===== src/rtl/fpu_csr_pkg.sv =====
// package of offsets, field positions and reset values for the fpu control registers
package fpu_csr_pkg;
  // register offsets
  localparam logic [11:0] OFF_PRIV = 12'h000;
  localparam logic [11:0] OFF_CTXCTL = 12'h0_04;
  localparam logic [11:0] OFF_CTXADDR = 12'h0_08;
  localparam logic [11:0] OFF_STATUS = 12'h0_0C;
  localparam logic [11:0] OFF_DEFAULT = 12'h0_10;
  localparam logic [11:0] OFF_CTRLSTAT = 12'h0_14;
  // privilege register: both coprocessor access fields
  localparam int FIRST_ACC_LSB = 20;
  localparam int SECOND_ACC_LSB = 22;
  localparam logic [1:0] ACC_DENIED = 2'h0;
  localparam logic [1:0] ACC_PRIV = 2'h1;
  localparam logic [1:0] ACC_RESERVED = 2'h2;
  localparam logic [1:0] ACC_FULL = 2'h3;
  // context control fields
  localparam int AUTO_PRESERVE_BIT = 31;
  localparam int LAZY_PRESERVE_BIT = 30;
  localparam int MON_READY_BIT = 8;
  localparam int BUS_READY_BIT = 6;
  localparam int MEM_READY_BIT = 5;
  localparam int HARD_READY_BIT = 4;
  localparam int THREAD_BIT = 3;
  localparam int USER_BIT = 1;
  localparam int LAZY_ACTIVE_BIT = 0;
  localparam logic [31:0] CTXCTL_MASK = 32'hC000_017B;
  localparam logic [31:0] CTXADDR_MASK = 32'hFFFF_FFF8;
  // status/control fields
  localparam int FLAG_LSB = 28;
  localparam int ALT_HALF_BIT = 26;
  localparam int DEF_NAN_BIT = 25;
  localparam int FLUSH_BIT = 24;
  localparam int ROUND_LSB = 22;
  localparam logic [31:0] STATUS_MASK = 32'hF7C0_009F;
  localparam logic [31:0] DEFAULT_MASK = 32'h07C0_0000;
  localparam logic [31:0] PRIV_MASK = 32'h00F0_0000;
  // sticky bit order: input denormal at 7, then inexact..invalid at 4..0
  localparam int STICKY_N = 6;
  // reset values
  localparam logic [31:0] PRIV_RESET = 32'h0000_0000;
  localparam logic [31:0] CTXCTL_RESET = 32'hC000_0000;
  localparam logic [31:0] CTXADDR_RESET = 32'h0000_0000;
  localparam logic [31:0] STATUS_RESET = 32'h0000_0000;
  localparam logic [31:0] DEFAULT_RESET = 32'h0000_0000;
endpackage


===== src/rtl/fpu_control_status_regs.sv =====
// control and status registers of the single-precision fpu
// ****************************************
// Notes on behaviour
// ****************************************
// Notes on behaviour
// - second access field: 0 deny+fault, 1 privileged only, 3 full, 2 reserved
// - unprivileged fp access with field 1 raises a no-coprocessor fault
// - auto-preserve bit 31 set: fp instruction sets core control bit 2
// - auto-preserve on: save context on exception entry unless bit 30 set, restore on exit
// - bit 30 enables lazy preservation
// - bit 0 reads 1 while frame allocated and save deferred
// - bit 8 records debug monitor readiness at frame allocation
// - bits 6 and 5 record bus and memory fault readiness at allocation
// - bit 4 records hard fault readiness at allocation
// - bit 3 records thread mode at allocation
// - bit 1 records unprivileged level at allocation
// - context address holds bits 31..3 of reserved register space
// - comparisons update flags in bits 31..28 of status/control
// - bit 26 selects alternative half-precision format
// - bit 25 selects default NaN result
// - bit 24 enables flush-to-zero
// - bits 23..22 select rounding mode
// - sticky exception bits set on event, cleared only by writing 0
// - default register holds defaults for bits 26..22
// - unit disabled out of reset until access fields enabled
// - privilege register accessible only in privileged mode
`timescale 1ns/10ps
`default_nettype none
module fpu_control_status_regs (
  input wire logic clk,
  input wire logic rst_n,
  input wire logic [11:0] regAddr,
  input wire logic [31:0] regWdata,
  input wire logic regWrite,
  input wire logic regRead,
  input wire logic regPrivileged,
  output logic [31:0] regRdata,
  input wire logic fpInstr,
  input wire logic fpPrivileged,
  input wire logic fpCompare,
  input wire logic [3:0] fpFlags,
  input wire logic [5:0] fpExceptions,
  input wire logic frameAlloc,
  input wire logic [31:0] frameAddr,
  input wire logic monReady,
  input wire logic busReady,
  input wire logic memReady,
  input wire logic hardReady,
  input wire logic threadMode,
  input wire logic userLevel,
  input wire logic lazySaveDone,
  input wire logic excReturn,
  output logic fpAllow,
  output logic noCoprocFault,
  output logic setCtrlFpActive,
  output logic saveContext,
  output logic restoreContext,
  output logic altHalfPrecision,
  output logic defaultNanMode,
  output logic flushToZero,
  output logic [1:0] roundingSelect
);
  // ****************************************
  // reset release
  // ****************************************
  logic rstSync1_q;
  logic rstSync2_q;
  always_ff @(posedge clk or negedge rst_n) begin
    if (!rst_n) begin
      rstSync1_q <= 1'b0;
      rstSync2_q <= 1'b0;
    end else begin
      rstSync1_q <= 1'b1;
      rstSync2_q <= rstSync1_q;
    end
  end
  wire logic rstIn_n;
  assign rstIn_n = rstSync2_q;

  // ****************************************
  // register decode
  // ****************************************
  logic [31:0] priv_q;
  logic [31:0] ctxCtl_q;
  logic [31:0] ctxAddr_q;
  logic [31:0] status_q;
  logic [31:0] defaults_q;
  wire logic wrPriv;
  wire logic wrCtl;
  wire logic wrAddr;
  wire logic wrStatus;
  wire logic wrDefault;
  // privileged only: user writes dropped, user reads return zero
  assign wrPriv = regWrite && regPrivileged && (regAddr == fpu_csr_pkg::OFF_PRIV);
  assign wrCtl = regWrite && (regAddr == fpu_csr_pkg::OFF_CTXCTL);
  assign wrAddr = regWrite && (regAddr == fpu_csr_pkg::OFF_CTXADDR);
  assign wrStatus = regWrite && (regAddr == fpu_csr_pkg::OFF_STATUS);
  assign wrDefault = regWrite && (regAddr == fpu_csr_pkg::OFF_DEFAULT);

  // ****************************************
  // access checking
  // ****************************************
  wire logic [1:0] secondAcc;
  wire logic [1:0] firstAcc;
  wire logic allowFirst;
  wire logic faultFirst;
  wire logic allowSecond;
  wire logic faultSecond;
  assign secondAcc = priv_q[fpu_csr_pkg::SECOND_ACC_LSB +: 2];
  assign firstAcc = priv_q[fpu_csr_pkg::FIRST_ACC_LSB +: 2];
  access_check uFirst (
    .accField(firstAcc),
    .privileged(fpPrivileged),
    .request(fpInstr),
    .allow(allowFirst),
    .fault(faultFirst)
  );
  access_check uSecond (
    .accField(secondAcc),
    .privileged(fpPrivileged),
    .request(fpInstr),
    .allow(allowSecond),
    .fault(faultSecond)
  );
  // instruction runs only when both fields permit it
  wire logic fpGo;
  wire logic fpFault;
  assign fpGo = allowFirst && allowSecond;
  assign fpFault = faultFirst || faultSecond;

  // ****************************************
  // context control
  // ****************************************
  wire logic autoEn;
  wire logic lazyEn;
  wire logic lazyAct;
  assign autoEn = ctxCtl_q[fpu_csr_pkg::AUTO_PRESERVE_BIT];
  assign lazyEn = ctxCtl_q[fpu_csr_pkg::LAZY_PRESERVE_BIT];
  assign lazyAct = ctxCtl_q[fpu_csr_pkg::LAZY_ACTIVE_BIT];
  wire logic [31:0] allocCapture;
  assign allocCapture = (32'h1 << fpu_csr_pkg::MON_READY_BIT) & {32{monReady}}
    | (32'h1 << fpu_csr_pkg::BUS_READY_BIT) & {32{busReady}}
    | (32'h1 << fpu_csr_pkg::MEM_READY_BIT) & {32{memReady}}
    | (32'h1 << fpu_csr_pkg::HARD_READY_BIT) & {32{hardReady}}
    | (32'h1 << fpu_csr_pkg::THREAD_BIT) & {32{threadMode}}
    | (32'h1 << fpu_csr_pkg::USER_BIT) & {32{userLevel}}
    | (32'h1 << fpu_csr_pkg::LAZY_ACTIVE_BIT) & {32{lazyEn}};
  wire logic [31:0] allocKeep;
  assign allocKeep = 32'hC000_0000;
  logic [31:0] ctxCtl_d;
  always_comb begin
    ctxCtl_d = ctxCtl_q;
    if (wrCtl) begin
      ctxCtl_d = regWdata & fpu_csr_pkg::CTXCTL_MASK;
    end
    if (frameAlloc && autoEn) begin
      ctxCtl_d = (ctxCtl_q & allocKeep) | allocCapture;
    end else if (lazySaveDone || (fpGo && lazyAct)) begin
      // deferred save happens now: frame no longer pending
      ctxCtl_d[fpu_csr_pkg::LAZY_ACTIVE_BIT] = 1'b0;
    end
  end
  // frame address latched at allocation, low three bits forced zero
  logic [31:0] ctxAddr_d;
  assign ctxAddr_d = (frameAlloc && autoEn) ? (frameAddr & fpu_csr_pkg::CTXADDR_MASK)
    : wrAddr ? (regWdata & fpu_csr_pkg::CTXADDR_MASK) : ctxAddr_q;

  // ****************************************
  // status/control with sticky exceptions
  // ****************************************
  wire logic [31:0] stickyIn;
  assign stickyIn = {24'h00_0000, fpExceptions[5], 2'b00, fpExceptions[4:0]};
  logic [31:0] status_d;
  always_comb begin
    status_d = status_q;
    if (wrStatus) begin
      status_d = regWdata & fpu_csr_pkg::STATUS_MASK;
    end
    if (frameAlloc && autoEn) begin
      // new context starts from the default controls
      status_d[26:22] = defaults_q[26:22];
    end
    if (fpGo && fpCompare) begin
      status_d[fpu_csr_pkg::FLAG_LSB +: 4] = fpFlags;
    end
    if (fpGo) begin
      // set beats a same-cycle clear by software
      status_d = status_d | stickyIn;
    end
  end

  // ****************************************
  // registers
  // ****************************************
  always_ff @(posedge clk or negedge rstIn_n) begin
    if (!rstIn_n) begin
      priv_q <= fpu_csr_pkg::PRIV_RESET;
      ctxCtl_q <= fpu_csr_pkg::CTXCTL_RESET;
      ctxAddr_q <= fpu_csr_pkg::CTXADDR_RESET;
      status_q <= fpu_csr_pkg::STATUS_RESET;
      defaults_q <= fpu_csr_pkg::DEFAULT_RESET;
    end else begin
      priv_q <= wrPriv ? (regWdata & fpu_csr_pkg::PRIV_MASK) : priv_q;
      ctxCtl_q <= ctxCtl_d;
      ctxAddr_q <= ctxAddr_d;
      status_q <= status_d;
      defaults_q <= wrDefault ? (regWdata & fpu_csr_pkg::DEFAULT_MASK) : defaults_q;
    end
  end

  // ****************************************
  // read port and outputs
  // ****************************************
  logic [31:0] rdMux;
  always_comb begin
    case (regAddr)
      fpu_csr_pkg::OFF_PRIV: rdMux = regPrivileged ? priv_q : 32'h0000_0000;
      fpu_csr_pkg::OFF_CTXCTL: rdMux = ctxCtl_q;
      fpu_csr_pkg::OFF_CTXADDR: rdMux = ctxAddr_q;
      fpu_csr_pkg::OFF_STATUS: rdMux = status_q;
      fpu_csr_pkg::OFF_DEFAULT: rdMux = defaults_q;
      default: rdMux = 32'h0000_0000;
    endcase
  end
  always_ff @(posedge clk or negedge rstIn_n) begin
    if (!rstIn_n) begin
      regRdata <= 32'h0000_0000;
      fpAllow <= 1'b0;
      noCoprocFault <= 1'b0;
      setCtrlFpActive <= 1'b0;
      saveContext <= 1'b0;
      restoreContext <= 1'b0;
      altHalfPrecision <= 1'b0;
      defaultNanMode <= 1'b0;
      flushToZero <= 1'b0;
      roundingSelect <= 2'b00;
    end else begin
      regRdata <= regRead ? rdMux : 32'h0000_0000;
      fpAllow <= fpGo;
      noCoprocFault <= fpFault;
      setCtrlFpActive <= fpGo && autoEn;
      // lazy mode defers the save until the next fp instruction
      saveContext <= frameAlloc && autoEn && !lazyEn;
      restoreContext <= excReturn && autoEn;
      altHalfPrecision <= status_d[fpu_csr_pkg::ALT_HALF_BIT];
      defaultNanMode <= status_d[fpu_csr_pkg::DEF_NAN_BIT];
      flushToZero <= status_d[fpu_csr_pkg::FLUSH_BIT];
      roundingSelect <= status_d[fpu_csr_pkg::ROUND_LSB +: 2];
    end
  end
endmodule // fpu_control_status_regs
`default_nettype wire


===== src/rtl/access_check.sv =====
// access decode for one coprocessor access field
`timescale 1ns/10ps
`default_nettype none
module access_check (
  input wire logic [1:0] accField,
  input wire logic privileged,
  input wire logic request,
  output logic allow,
  output logic fault
);
  // reserved code treated as denial, the safest reading of unpredictable
  wire logic permitted;
  assign permitted = (accField == fpu_csr_pkg::ACC_FULL) ||
                     ((accField == fpu_csr_pkg::ACC_PRIV) && privileged);
  assign allow = request && permitted;
  assign fault = request && !permitted;
endmodule // access_check
`default_nettype wire


===== config.mk =====
export PLATFORM = sky130hd
export DESIGN_NAME = fpu_control_status_regs
export DESIGN_NICKNAME = d
export VERILOG_FILES = /design/src/rtl/fpu_csr_pkg.sv /design/src/rtl/fpu_control_status_regs.sv /design/src/rtl/access_check.sv
export SDC_FILE = /design/constraint.sdc
export NUM_CORES = 1
export LEC_CHECK = 0
export BUFFER_PORTS_ARGS = -buffer_cell sky130_fd_sc_hd__buf_2
export CAP_MARGIN = 15
export CORE_AREA = 5 5 95 97
export CTS_BUF_LIST = sky130_fd_sc_hd__clkbuf_8
export DETAILED_ROUTE_END_ITERATION = 7
export DIE_AREA = 0 0 100 102
export GPL_TIMING_DRIVEN = 0
export PLACE_DENSITY = 0.92
export SYNTH_ARGS = -nofsm -noshare
export SYNTH_HDL_FRONTEND = slang
export SYNTH_HIERARCHICAL = 1
export SYNTH_SLANG_ARGS = --single-unit

===== constraint.sdc =====
create_clock -name clk -period 5.83 [get_ports clk]
set_clock_uncertainty 0.2 [all_clocks]
set_input_delay 1.166 -clock clk [delete_from_list [all_inputs] [get_ports clk]]
set_output_delay 1.166 -clock clk [all_outputs]
set_load 0.01 [all_outputs]

==> impl_metrics.json <==
{
  "outcome": "finished, final reports clean",
  "grt_max_degree": 53,
  "worst_pin_slew_ns": 0.893,
  "ys_async_sr_fraction_pct": 100,
  "hp-class": "register to asynchronous set/reset pin",
  "leakage_nw": 2.77,
  "cts_resized": 0,
  "swShare_pct": 23.0,
  "worst_ir_drop_vdd_mv": 0.163,
  "fin_crit_sh_pct": 52.2,
  "die_h_microns": 102,
  "slew_headroom_pct": 40.3,
  "yosysUniqueCellTypes": 36,
  "synth.net_count": 502,
  "crit_path_end_kind": "register",
  "seqPwrFrac_pct": 56.2,
  "pwr-share-comb_pct": 7.7,
  "p_per_area_nw_per_um2": 236,
  "yosysSeqAreaShare_pct": 56.4,
  "cap_violations": 0,
  "drt_first_pass_iters": 5,
  "hpwlAfterDp_microns": 9030,
  "dpl.cell_count": 644,
  "yosysMostFrequentCell": "dfrtp_1",
  "clkSinkCount": 101,
  "syn_area_sq_um": 4480,
  "syn_inst": 399,
  "clk_path_buf_depth": 2,
  "required_ns": 5.89,
  "rsz0062_at_grt": "no",
  "critPathMaxFanout": 10,
  "antenna_found_initial": 0,
  "final_core_util_pct": 68.9,
  "final_cells": 660,
  "clk_latency_ns": 0.37,
  "worstSetupPathType": "input pin to register",
  "synth_top_area_share_pct": 55.3,
  "cts_made_buffers": 9,
  "io_buffers": 139,
  "clk_pin_slew_ns": 0.09,
  "cts_hold_buf": 0,
  "dr_total_vias": 3681,
  "muxShareOfSynthArea_pct": 15.9,
  "yosys_warnings": 6,
  "core_sq_um": 8050,
  "grt_pass1_vias": 3880,
  "root_buffer": "clkbuf_8",
  "synth-compound-area-share_pct": 9.46,
  "place_ws_ns": 2.43,
  "synth_top_cells_by_area": "dfrtp_1 55%, mux2i_1 11%, nor2_1 5.2%",
  "setup_violations": 0,
  "startpoint_type": "input pin",
  "arrival_ns": 3.10,
  "synth_flop_cell": "dfrtp_1",
  "period_minus_slack_ns": 3.04,
  "ys_ff_latch": 101,
  "synthSimpleGateAreaFrac_pct": 14.7,
  "report.final.slew_viol_count": 0,
  "die_w_microns": 100,
  "dieArea_sq_um": 10200,
  "hold_viol_final": 0,
  "diodes": 0,
  "cts_setup_buffers": 0,
  "synthTopCellsByCount": "99 x dfrtp_1, 62 x nor2_1, 50 x mux2i_1",
  "top_level_ports": 145,
  "place_congestion": 0.854,
  "row_count": 33,
  "synth_edf_count": 0,
  "grt.total_usage_pct": 24.8,
  "drc": 0,
  "syn_to_final_growth_pct": 23.8,
  "synthAdderAreaFrac_pct": 0,
  "vias_per_cell": 5.58,
  "fmax_ghz": 0.329,
  "finalSetupTns_ns": 0,
  "htreeDepth": 3,
  "routed_wirelength_microns": 12100,
  "start_util_pct": 55.7,
  "seq_area_sq_um": 2530,
  "synth_top_family_by_area": "multiplexers",
  "n_fill_cell": 659,
  "ant_nets": 0,
  "fin_ws_ns": 2.79,
  "cts_tree": "done",
  "p_int_w": 0.00101,
  "nets": 653,
  "drive_above_1_share_pct": 33.7,
  "multiInputGateArea_sq_um": 1800,
  "wl_per_cell_microns": 18.4,
  "clockPowerShare_pct": 36.0,
  "drtIter0Drc": 195,
  "grt_pass1_wl_microns": 19300,
  "p_sw_w": 0.000301,
  "synth_area_per_cell_sq_um": 11.2,
  "grt_overflow": 0,
  "synth_xor_xnor_area_share_pct": 0,
  "yosysTopAreaCell": "dfrtp_1"
}
[registers in the layout, indices dropped and copies added, names as in the netlist, 4 cells and up]
signal and flops:
ctxCtl_q 9, priv_q 4, ctxAddr_q 29, status_q 14, defaults_q 5, regRdata 32
[metal layers]
metal / global-route usage [%] / share of wire, % / vias up
met5: 0 / 0 / -
met1: 29.3 / 36 / 1782
met2: 42.4 / 50 / 181
met4: 8.19 / 2.1 / 0
met3: 8.81 / 11 / 27
li1: - / - / 1691
[placed cells by master, fill, tap and decap left out, types with 4 or more instances in the layout]
cell type	count
a21oi_1	44
a221o_1	7
a22oi_1	12
and2_1	16
buf_2	139
buf_4	6
clkbuf_1	19
clkbuf_8	9
dfrtp_1	98
inv_1	5
mux2_2	17
mux2i_1	50
nand2_1	10
nand3_1	4
nor2_1	62
nor2b_1	10
nor3b_1	4
nor4_1	4
o21ai_1	7
[cells by family after synthesis]
| group | after synthesis |
|---|---|
| DFF | 101 |
| and+or+nand+nor | 128 |
| buffers and inverters | 29 |
| muxes | 69 |
| AOI/OAI and AO/OA | 71 |
| other | 1 |
[worst max-delay path: stages]
cell      delay, ns
clkbuf_1       0.30
nor3b_1        0.78
nand3_1        0.44
mux2_1         0.41
[area by class of cell]
| type | count | area share (%) |
|---|---|---|
| buffer | 27 | 2.57 |
| clock buffer | 9 | 2.23 |
| clock inverter | 7 | 1.56 |
| inverter | 2 | 0.135 |
| multi-input combinational | 269 | 32.5 |
| sequential | 101 | 45.6 |
| tap | 105 | 2.37 |
| timing repair buffer | 140 | 13.0 |
[through the flow]
step	power, W	hold WS [ns]	instance area, sq um
2_1_floorplan	0.000789	0.131	4480
3_3_place_gp	0.000841	0.140	5310
3_5_place_dp	0.000850	0.139	5340
4_1_cts	0.00132	0.166	5550
5_1_grt	0.00136	0.188	5550
6_report	0.00131	0.156	5550
[path summary, 6_finish.rpt]
kind	startpoint	endpoint	slack [ns]	depth (start not counted)
hold / removal	rstIn_n$_DFF_PN0_	regRdata[12]$_DFF_PN0_	0.16	0
setup / recovery	regAddr[4]	defaults_q[24]$_DFFE_PN0P_	2.79	4
max in group asynchronous	rstIn_n$_DFF_PN0_	ctxCtl_q[30]$_DFFE_PN1P_	4.55	1
setup reg to reg	priv_q[21]$_DFFE_PN0P_	ctxCtl_q[0]$_DFFE_PN0P_	3.98	6
min in group clk	rstSync1_q$_DFF_PN0_	rstIn_n$_DFF_PN0_	0.16	0
hold reg to reg	rstIn_n$_DFF_PN0_	regRdata[12]$_DFF_PN0_	0.16	0
[power by group through the flow]
stage,registers (W),logic [W],clock network (W)
3_3_place_gp,0.000753,0.0000873,0
2_1_floorplan,0.000749,0.0000404,0
4_1_cts,0.000735,0.000101,0.000480
3_5_place_dp,0.000749,0.000101,0
5_1_grt,0.000739,0.000112,0.000506
6_report,0.000735,0.000101,0.000471
No activity file was read; power rests on OpenSTA's default activity.
